## src/fps_defs.vh

```
`ifndef FPS_DEFS_VH
`define FPS_DEFS_VH
// How it works
// - supply-off short check starts long recovery
// - short check skips waiting for over-power timer
// - three over-current cycles stop switching, run low
// - over-current fault waits timeout, restarts next supply-off
// - reference power-good loss stops switching, restarts supply
// - held-low reference keeps repeating restart cycle
// - thermal shutdown repeats restart while still hot
// - pin faults auto-recover, shorts mean ground
// - silicon first pulse over 2 us faults
// - gan first pulse limit 2 or 1 us
// - regulator below 14 V after 10 us restarts
// - three regulator over 15 V pulses restart
// - over-voltage sense held 750 us restarts
// - programming pin open or short blocks switching
// - no switching during long recovery timer
`define FPS_CLK_MHZ 200
`define FPS_LONG_RECOVERY_MS 1500
`define FPS_LONG_RECOVERY_CYC (`FPS_LONG_RECOVERY_MS * 1000 * `FPS_CLK_MHZ)
`define FPS_OV_DELAY_US 750
`define FPS_OV_DELAY_CYC (`FPS_OV_DELAY_US * `FPS_CLK_MHZ)
`define FPS_REG_CHECK_US 10
`define FPS_REG_CHECK_CYC (`FPS_REG_CHECK_US * `FPS_CLK_MHZ)
`define FPS_PULSE_LONG_US 2
`define FPS_PULSE_LONG_CYC (`FPS_PULSE_LONG_US * `FPS_CLK_MHZ)
`define FPS_PULSE_SHORT_US 1
`define FPS_PULSE_SHORT_CYC (`FPS_PULSE_SHORT_US * `FPS_CLK_MHZ)
`define FPS_CONSEC_PULSES 3
`define FPS_CAUSE_NONE 4'h0
`define FPS_CAUSE_SHORT_OUT 4'h1
`define FPS_CAUSE_OVERCURRENT 4'h2
`define FPS_CAUSE_REF_LOW 4'h3
`define FPS_CAUSE_THERMAL 4'h4
`define FPS_CAUSE_SENSE_SHORT 4'h5
`define FPS_CAUSE_SENSE_OPEN 4'h6
`define FPS_CAUSE_REG_LOW 4'h7
`define FPS_CAUSE_REG_OVER 4'h8
`define FPS_CAUSE_OVP 4'h9
`define FPS_CAUSE_PROG_PIN 4'hA
`endif

```

## src/fps_supervisor.v

```verilog
`timescale 1ns/1ps
`include "fps_defs.vh"
module fps_supervisor #(
  parameter [31:0] LONG_RECOVERY_CYC = `FPS_LONG_RECOVERY_CYC,
  parameter [31:0] OV_DELAY_CYC = `FPS_OV_DELAY_CYC
) (
  input wire REF_CLK,
  input wire SYS_RST,
  input wire SUPPLY_ON,
  input wire SUPPLY_OFF,
  input wire PEAK_OVER_OPP,
  input wire OUT_SENSE_LOW,
  input wire CS_OVER_OCP,
  input wire BLANK_DONE,
  input wire DEMAG_DONE,
  input wire LOW_SIDE_GATE_REQ,
  input wire REF_GOOD,
  input wire THERMAL_HOT,
  input wire SILICON_MODE,
  input wire FREQ_RES_HIGH,
  input wire REG_BELOW_14V,
  input wire REG_ABOVE_15V,
  input wire OVP_SENSE_HIGH,
  input wire PROG_PIN_OPEN,
  input wire PROG_PIN_SHORT,
  output reg SWITCH_EN,
  output reg RUN,
  output reg UVLO_RESTART,
  output reg LONG_RECOVERY,
  output reg [3:0] FAULT_CAUSE
);
  localparam [4:0] ST_START = 5'h01;
  localparam [4:0] ST_RUN = 5'h02;
  localparam [4:0] ST_UVLO = 5'h04;
  localparam [4:0] ST_WAIT = 5'h08;
  localparam [4:0] ST_REARM = 5'h10;
  localparam [31:0] REG_CHK_W = `FPS_REG_CHECK_CYC;
  localparam [31:0] LIM_LONG_W = `FPS_PULSE_LONG_CYC;
  localparam [31:0] LIM_SHORT_W = `FPS_PULSE_SHORT_CYC;
  localparam [31:0] CONSEC_W = `FPS_CONSEC_PULSES;
  localparam [15:0] REG_CHK = REG_CHK_W[15:0];
  localparam [15:0] LIM_LONG = LIM_LONG_W[15:0];
  localparam [15:0] LIM_SHORT = LIM_SHORT_W[15:0];
  localparam [1:0] CONSEC = CONSEC_W[1:0];

  reg [4:0] state_r;
  reg [31:0] tmr_r;
  reg [15:0] chk_r;
  reg [15:0] on_r;
  reg first_r;
  reg gate_d_r;
  reg oc_hit_r;
  reg ov_hit_r;
  reg [1:0] oc_cnt_r;
  reg [1:0] ov_cnt_r;
  reg [31:0] ovp_r;
  reg [3:0] cause_nxt;
  reg long_nxt;

  wire gate_fall = gate_d_r & ~LOW_SIDE_GATE_REQ;
  wire [15:0] first_lim = (SILICON_MODE | FREQ_RES_HIGH) ? LIM_LONG : LIM_SHORT;
  wire first_long = first_r & LOW_SIDE_GATE_REQ & (on_r >= first_lim - 16'h0001);
  wire oc_win = CS_OVER_OCP & BLANK_DONE & ~DEMAG_DONE;

  // run-time fault priority in one place: first one found fixes the response
  always @*
  begin
    cause_nxt = `FPS_CAUSE_NONE;
    long_nxt = 1'b0;
    if (SUPPLY_OFF & (PEAK_OVER_OPP | OUT_SENSE_LOW))
    begin
      cause_nxt = `FPS_CAUSE_SHORT_OUT;
      long_nxt = 1'b1;
    end
    else if (first_long)
    begin
      cause_nxt = `FPS_CAUSE_SENSE_SHORT;
      long_nxt = 1'b1;
    end
    else if (gate_fall & (oc_hit_r | oc_win) & oc_cnt_r == CONSEC - 2'h1)
    begin
      cause_nxt = `FPS_CAUSE_OVERCURRENT;
      long_nxt = 1'b1;
    end
    else if (gate_fall & REG_ABOVE_15V | gate_fall & ov_hit_r)
    begin
      if (ov_cnt_r == CONSEC - 2'h1)
        cause_nxt = `FPS_CAUSE_REG_OVER;
    end
    if (cause_nxt == `FPS_CAUSE_NONE)
    begin
      if (~REF_GOOD)
        cause_nxt = `FPS_CAUSE_REF_LOW;
      else if (THERMAL_HOT)
        cause_nxt = `FPS_CAUSE_THERMAL;
      else if (ovp_r >= OV_DELAY_CYC - 32'h0000_0001 && OVP_SENSE_HIGH)
        cause_nxt = `FPS_CAUSE_OVP;
    end
  end

  always @(posedge REF_CLK or posedge SYS_RST)
  begin
    if (SYS_RST)
    begin
      state_r <= ST_START;
      tmr_r <= 32'h0000_0000;
      chk_r <= 16'h0000;
      on_r <= 16'h0000;
      first_r <= 1'b0;
      gate_d_r <= 1'b0;
      oc_hit_r <= 1'b0;
      ov_hit_r <= 1'b0;
      oc_cnt_r <= 2'h0;
      ov_cnt_r <= 2'h0;
      ovp_r <= 32'h0000_0000;
      SWITCH_EN <= 1'b0;
      RUN <= 1'b0;
      UVLO_RESTART <= 1'b0;
      LONG_RECOVERY <= 1'b0;
      FAULT_CAUSE <= `FPS_CAUSE_NONE;
    end
    else
    begin
      gate_d_r <= LOW_SIDE_GATE_REQ;
      UVLO_RESTART <= 1'b0;
      ovp_r <= OVP_SENSE_HIGH ? ((ovp_r == 32'hFFFF_FFFF) ? ovp_r : ovp_r + 32'h0000_0001) : 32'h0000_0000;
      case (state_r)
        ST_START:
        begin
          SWITCH_EN <= 1'b0;
          RUN <= 1'b0;
          oc_cnt_r <= 2'h0;
          ov_cnt_r <= 2'h0;
          if (SUPPLY_ON)
          begin
            if (chk_r >= REG_CHK - 16'h0001)
            begin
              chk_r <= 16'h0000;
              if (REG_BELOW_14V | PROG_PIN_OPEN | PROG_PIN_SHORT | ~REF_GOOD | THERMAL_HOT)
              begin
                FAULT_CAUSE <= REG_BELOW_14V ? `FPS_CAUSE_REG_LOW :
                  (PROG_PIN_OPEN | PROG_PIN_SHORT) ? `FPS_CAUSE_PROG_PIN :
                  ~REF_GOOD ? `FPS_CAUSE_REF_LOW : `FPS_CAUSE_THERMAL;
                state_r <= ST_UVLO;
              end
              else
              begin
                SWITCH_EN <= 1'b1;
                RUN <= 1'b1;
                first_r <= 1'b1;
                on_r <= 16'h0000;
                FAULT_CAUSE <= `FPS_CAUSE_NONE;
                state_r <= ST_RUN;
              end
            end
            else
              chk_r <= chk_r + 16'h0001;
          end
          else
            chk_r <= 16'h0000;
        end
        ST_RUN:
        begin
          on_r <= LOW_SIDE_GATE_REQ ? on_r + 16'h0001 : 16'h0000;
          if (gate_fall)
            first_r <= 1'b0;
          if (LOW_SIDE_GATE_REQ & ~gate_d_r)
          begin
            oc_hit_r <= 1'b0;
            ov_hit_r <= 1'b0;
          end
          else
          begin
            oc_hit_r <= oc_hit_r | oc_win;
            ov_hit_r <= ov_hit_r | REG_ABOVE_15V;
          end
          if (gate_fall)
          begin
            oc_cnt_r <= (oc_hit_r | oc_win) ? oc_cnt_r + 2'h1 : 2'h0;
            ov_cnt_r <= (ov_hit_r | REG_ABOVE_15V) ? ov_cnt_r + 2'h1 : 2'h0;
          end
          if (cause_nxt != `FPS_CAUSE_NONE)
          begin
            SWITCH_EN <= 1'b0;
            RUN <= 1'b0;
            FAULT_CAUSE <= cause_nxt;
            tmr_r <= 32'h0000_0000;
            LONG_RECOVERY <= long_nxt;
            state_r <= long_nxt ? ST_WAIT : ST_UVLO;
          end
          else if (SUPPLY_OFF)
          begin
            SWITCH_EN <= 1'b0;
            RUN <= 1'b0;
            state_r <= ST_UVLO;
          end
        end
        ST_UVLO:
        begin
          UVLO_RESTART <= 1'b1;
          oc_cnt_r <= 2'h0;
          ov_cnt_r <= 2'h0;
          state_r <= ST_START;
        end
        ST_WAIT:
        begin
          SWITCH_EN <= 1'b0;
          if (tmr_r >= LONG_RECOVERY_CYC - 32'h0000_0001)
            state_r <= ST_REARM;
          else
            tmr_r <= tmr_r + 32'h0000_0001;
        end
        ST_REARM:
        begin
          if (SUPPLY_OFF)
          begin
            LONG_RECOVERY <= 1'b0;
            state_r <= ST_UVLO;
          end
        end
        default:
          state_r <= ST_START;
      endcase
    end
  end
endmodule

```

## config.mk

```make
export PLATFORM = sky130hd
export DESIGN_NAME = fps_supervisor
export DESIGN_NICKNAME = d
export VERILOG_FILES = /design/src/fps_supervisor.v
export VERILOG_INCLUDE_DIRS = /design/src /design/src/src
export SDC_FILE = /design/constraint.sdc
export NUM_CORES = 1
export LEC_CHECK = 0
export ABC_AREA = 1
export BUFFER_PORTS_ARGS = -buffer_cell sky130_fd_sc_hd__buf_4
export CAP_MARGIN = 20
export CORE_MARGIN = 5
export CORE_UTILIZATION = 56
export CTS_CLUSTER_SIZE = 14
export DETAILED_ROUTE_END_ITERATION = 16
export PLACE_DENSITY = 0.84
export SLEW_MARGIN = 25
export SYNTH_ARGS = -nofsm -noshare
export SYNTH_HDL_FRONTEND = slang
export SYNTH_SLANG_ARGS = --single-unit
```

## constraint.sdc

```tcl
create_clock -name REF_CLK -period 4.1 [get_ports REF_CLK]
set_input_delay 0.82 -clock REF_CLK [delete_from_list [all_inputs] [get_ports REF_CLK]]
set_output_delay 0.82 -clock REF_CLK [all_outputs]
set_load 0.005 [all_outputs]
```

=== Yosys cells after proc, flatten, opt, wreduce, memory -nomap -nowiden ===
Cells that the tools add are included.

* Equal/unequal tests: 18
* Mux-type cells: 64
* Reductions and logical operators: 18
* Bitwise logic cells: 25
* $add $sub $neg: 7
* $lt $le $gt $ge: 4

{| class="wikitable"
|+ Operator list
! kind !! number
|-
| 2-to-1 mux 32 bit || 4
|-
| 2-to-1 mux 16 bit || 6
|-
| adder 32 x 1 -> 32 bit, second input constant || 2
|-
| 2-to-1 mux 4 bit || 16
|-
| case mux 32 bit (2 select lines) || 1
|-
| adder 16 x 1 -> 16 bit, second input constant || 2
|-
| equality test 32 bit, second input constant || 1
|-
| greater-or-equal comparator 32 x 18 -> 1 bit, second input constant || 1
|-
| greater-or-equal comparator 32 x 29 -> 1 bit, second input constant || 1
|-
| case mux 16 bit (2 select lines) || 1
|-
| 2-to-1 mux 5 bit || 5
|-
| case mux 5 bit (4 select lines) || 1
|-
| != test 2 bit, second input constant || 9
|-
| greater-or-equal comparator 16 x 11 -> 1 bit, second input constant || 1
|-
| greater-or-equal comparator 16 bit || 1
|-
| 2-to-1 mux 1 bit || 16
|-
| AND 1 bit || 11
|-
| bitwise OR 1 bit || 10
|-
| subtractor 9 x 1 -> 10 bit, second input constant || 1
|-
| 2-to-1 mux 9 bit || 1
|-
| AND reduction 3 bit || 3
|-
| 2-to-1 mux 2 bit || 4
|-
| case mux 2 bit (2 select lines) || 2
|-
| case mux 4 bit (2 select lines) || 1
|-
| 21 further kinds || 35
|}

* Flip-flop bits (word level): 117

=== Longest topological paths before layout ===
* Depth after elaboration: 15
* Depth in mapped cells: 20
* Mapped depth without buffers: 20

=== Least setup slack after synthesis ===
OpenSTA, ideal clock, no wires.

* Path kind: input -> register
* Start: input port FREQ_RES_HIGH
* End: register tmr_r[12]
* Slack: 1540 ps
* Buffers on the path: 1
* Cell stages on the path: 18
* Arrival: 2443 ps
* Required time: 3983 ps
* Cells stage by stage: nor2_1 > inv_1 > ha_1 > nand2_1 > nand2_1 > nand2_1 > nand2_1 > nand2_1 > nand2_1 > clkinv_1 > o31ai_4 > nor2_2 > nand3_2 > nand2_2 > inv_4 > buf_6 > nand2_1 > nand2_1

* Cells in the longest elaborated chain, start to end: 14
* Elaborated cells between the ends (all ways): 15
* Those cells by class: 1 x add/sub; 1 x order compare; 1 x eq/ne; 7 x mux; 2 x bitwise; 3 x reduce/logical

{| class="wikitable"
|+ RTL lines
! element !! line !! RTL
|-
| start: declaration || fps_supervisor.v:20 || <nowiki>input wire FREQ_RES_HIGH,</nowiki>
|-
| bitwise OR 1 bit (*) || fps_supervisor.v:61 || <nowiki>wire [15:0] first_lim = (SILICON_MODE | FREQ_RES_HIGH) ? LIM_LONG : LIM_SHORT;</nowiki>
|-
| 2-to-1 mux 9 bit (*) || fps_supervisor.v:61 ||
|-
| subtractor 9 x 1 -> 10 bit (*) || fps_supervisor.v:62 || <nowiki>wire first_long = first_r & LOW_SIDE_GATE_REQ & (on_r >= first_lim - 16'h0001);</nowiki>
|-
| greater-or-equal comparator 16 bit (*) || fps_supervisor.v:62 ||
|-
| AND 1 bit (*) || fps_supervisor.v:62 ||
|-
| 2-to-1 mux 4 bit (*) || fps_supervisor.v:75 || <nowiki>else if (first_long)</nowiki>
|-
| 2-to-1 mux 4 bit (*) || fps_supervisor.v:70 || <nowiki>if (SUPPLY_OFF & (PEAK_OVER_OPP | OUT_SENSE_LOW))</nowiki>
|-
| 2-to-1 mux 4 bit || fps_supervisor.v:96 || <nowiki>else if (ovp_r >= OV_DELAY_CYC - 32'h0000_0001 && OVP_SENSE_HIGH)</nowiki>
|-
| 2-to-1 mux 4 bit || fps_supervisor.v:94 || <nowiki>else if (THERMAL_HOT)</nowiki>
|-
| 2-to-1 mux 4 bit || fps_supervisor.v:92 || <nowiki>if (~REF_GOOD)</nowiki>
|-
| 2-to-1 mux 4 bit (*) || fps_supervisor.v:90 || <nowiki>if (cause_nxt == `FPS_CAUSE_NONE)</nowiki>
|-
| nonzero test 4 bit (no source line) (*) || - ||
|-
| != test 2 bit (no source line) (*) || - ||
|-
| AND reduction 3 bit (no source line) (*) || - ||
|-
| end signal: assignment || fps_supervisor.v:211 || <nowiki>tmr_r <= tmr_r + 32'h0000_0001;</nowiki>
|-
| end: declaration || fps_supervisor.v:47 || <nowiki>reg [31:0] tmr_r;</nowiki>
|}

Every way passes the cells marked *; elsewhere a longest branch is shown, timed or not.
A chain may end at the register's enable or synchronous reset.

=== Final worst setup path ===
* Start: input port FREQ_RES_HIGH
* End: register tmr_r[5]

The elaborated chain is that of the path after synthesis.

==> reports/metrics.yaml <==
status:
  status: "complete, no violations"
synth:
  ys_async_sr_fraction: 1.00
  ys_ff_latch: 117
  avgSynthCellArea_sq_um: 7.52
  syn-cell-area_sq_um: 6800
  syn-num-nets: 930
  yosys_warnings: 0
  synth-edff-count: 0
  ys_seq_area_frac: 0.431
  synthCells: 904
  ys.flop_type: "dfrtp_1"
  synth_cell_types: 53
placed_design:
  place_inst: 1062
  port_buffers: 26
  place.gp.congestion: 0.938
  dp_hpwl_um: 10300
  place_ws_ns: 1.10
layout:
  layout_commonest_cell: "nand2_1"
  num-fill-cells: 967
  final_cell_mix: "nand2_1 (235), dfrtp_1 (116), nor2_1 (113), inv_1 (92), nand3_1 (44)"
  layoutNonFillerInstCount: 1094
  insertedDiodeCount: 0
  nNetsFinal: 960
  drive_gt1_frac: 0.122
  area_delta_synth_final_pct: 13.2
setup_path:
  crit_path_max_fanout: 33
  crit_required_ns: 4.44
  worstSetupStartpointType: "input port"
  crit_top_cell: "nand2_1"
  crit_path_end_kind: "register"
  cp_cell_sequence: "buf_4 -> nor2_1 -> inv_1 -> ha_1 -> nand2_1 -> nand2_1 -> nand2_1 -> nand2_1 -> nand2_1 -> nand2_1 -> clkinv_1 -> o31ai_4 -> nor2_2 -> nand3_2 -> nand2_2 -> buf_4 -> nand2_1 -> o21ai_1"
  arrival_ns: 2.94
  critical_path.top_delay_family: "simple AND/OR/NAND/NOR gates"
  path_buf_inv: 4
  path_class: "input port to register"
  critPathSlowestCell: "buf_4"
  cpPeakStageDelay_ns: 0.33
timing:
  finClkSkew_ns: 0.00691
  relSlewSlack: 0.439
  fin_ws_ns: 1.50
  tns_ns: 0
  finalMaxSlewViolations: 0
  hold_viol: 0
  fin_crit_sh: 0.635
  rsz0062_at_grt: "no"
  max_freq_mhz: 384
  final-setup-viol-count: 0
  worst_pin_slew_ns: 0.841
  period_needed_ns: 2.60
clocking:
  clk_pin_slew_worst_paths_ns: 0.05
  cts.sinks: 117
  tritoncts: "yes"
  postCtsHoldBufs: 0
  cts-htree-levels: 4
  cts_resized: 0
  clk_latency_ns: 0.42
  cts_made_buffers: 17
  clockBufferDepth: 2
  postCtsSetupBuffers: 0
  root_buffer: "clkbuf_16"
route:
  wl_um: 15000
  vias: 6045
  viasPerCell: 5.53
  ant_nets: 0
  routedWlPerCell_um: 13.7
  drtPass1Iterations: 7
  drcViolationCount: 0
  first_iter_violations: 601
hold_path:
  hold_class: "register to register"
power:
  p_total_mw: 3.12
  leakagePower_nw: 3.45
  irDropWorstVdd_uv: 318
  cellPowerDensity_nw_per_um2: 405
floorplan:
  die_x_um: 120
  start_util: 0.568
  dieHeight_um: 120
  ios: 27
  die-area_sq_um: 14400
  coreArea_sq_um: 12000
  rows: 40
run:
  cap_violations: 0
global_routing:
  grt_pass1_wl_um: 26500
  antenna_found_initial: 0
  grt_pass1_vias: 5917
  track_usage: 0.224
  grt-ovfl-total: 0
  grt_max_degree: 68
## kinds of logic (layout without fill, tap and decap cells)
family / after synthesis / count (layout) / share of synthesized area
adder cells (fa/ha/maj): 7 / 7 / 0.0129
buffers and inverters: 129 / 172 / 0.0760
flip-flops: 117 / 117 / 0.431
AO/OA/AOI/OAI: 117 / 117 / 0.103
multiplexers: 1 / 1 / 0.00147
XOR/XNOR: 38 / 38 / 0.0490
AND/OR/NAND/NOR: 495 / 495 / 0.327
## cells in the mapped netlist, types with 3 or more instances
library cell | instances | area [sq um]
a211oi_1 | 3 | 22.5
a21oi_1 | 31 | 155
a31oi_1 | 6 | 37.5
buf_2 | 5 | 25.0
clkbuf_1 | 8 | 30.0
dfrtp_1 | 116 | 2900
ha_1 | 7 | 87.6
inv_1 | 93 | 349
inv_2 | 14 | 52.6
nand2_1 | 235 | 882
nand2_2 | 5 | 31.3
nand3_1 | 44 | 220
nand3_2 | 6 | 60.1
nand4_1 | 16 | 100
nor2_1 | 113 | 424
nor2_2 | 7 | 43.8
nor3_1 | 39 | 195
nor3_2 | 5 | 50.1
nor4_1 | 14 | 87.6
o21a_1 | 4 | 30.0
o21ai_0 | 41 | 205
o21ai_1 | 10 | 50.1
o22ai_1 | 8 | 50.1
xnor2_1 | 12 | 105
xor2_1 | 26 | 228
## area by class of cell
type / count / area, sq um / share of cell area
multi-input cells: 658 / 3350 / 0.435
flip-flops and latches: 117 / 2930 / 0.380
clock buffers: 19 / 443 / 0.0575
inverters: 110 / 419 / 0.0544
repair buffers: 30 / 238 / 0.0309
well taps: 147 / 184 / 0.0239
clock inverters: 13 / 134 / 0.0174
## stage by stage
| stage | hold WS [ns] | util | instance area, sq um |
|---|---|---|---|
| floorplan | 0.441 | - | 6800 |
| global placement | 0.459 | 0.596 | 7120 |
| detailed placement | 0.461 | 0.596 | 7120 |
| CTS | 0.475 | 0.644 | 7700 |
| global route | 0.499 | 0.644 | 7700 |
| finish | 0.471 | 0.644 | 7700 |
## routing by layer
layer,up-vias,GRT usage,share of wire
li1,3019,-,-
met1,2844,0.286,0.45
met2,155,0.371,0.48
met3,27,0.0491,0.048
met4,0,0.0880,0.016
met5,-,0,0
## sequential cells by signal, indices dropped and copies added, names as in the netlist
signal,flops
ov_cnt_r,2
first_r,1
UVLO_RESTART,1
FAULT_CAUSE,4
gate_d_r,1
state_r,5
RUN,1
chk_r,16
ov_hit_r,1
tmr_r,32
on_r,16
LONG_RECOVERY,1
SWITCH_EN,1
oc_hit_r,1
ovp_r,32
oc_cnt_r,2
## worst paths after layout
check,startpoint,to,slack [ns],cells past startpoint
setup / recovery,FREQ_RES_HIGH,tmr_r[5]$_DFFE_PP0P_,1.50,18
hold / removal,FAULT_CAUSE[1]$_DFFE_PP0P_,FAULT_CAUSE[1]$_DFFE_PP0P_,0.47,2
setup reg to reg,state_r[3]$_DFFE_PP0P_,on_r[15]$_DFFE_PP0P_,1.59,11
hold reg to reg,FAULT_CAUSE[1]$_DFFE_PP0P_,FAULT_CAUSE[1]$_DFFE_PP0P_,0.47,2
max in group asynchronous,SYS_RST,state_r[0]$_DFFE_PP1P_,2.73,3
min in group asynchronous,SYS_RST,ovp_r[0]$_DFFE_PP0P_,0.59,2
## worst register-to-register path: stages (launching register included)
cell and delay [ns]:
dfrtp_1 0.41, nor2_2 0.21, nand4_1 0.13, buf_4 0.20, inv_1 0.30, nor2_1 0.10
inv_1 0.11, nand3_4 0.16, nor2_1 0.39, inv_1 0.21, o21ai_1 0.13, a21oi_1 0.05
## report_power, final
| group | internal, mW | total [mW] | switching (mW) | leakage [nW] |
|---|---|---|---|---|
| sequential | 1.24 | 1.31 | 0.0704 | 1.56 |
| clock | 0.904 | 1.44 | 0.531 | 0.278 |
| combinational | 0.141 | 0.378 | 0.237 | 1.61 |
| total | 2.28 | 3.12 | 0.838 | 3.45 |
Note: power is estimated with default switching activity, not from simulation.
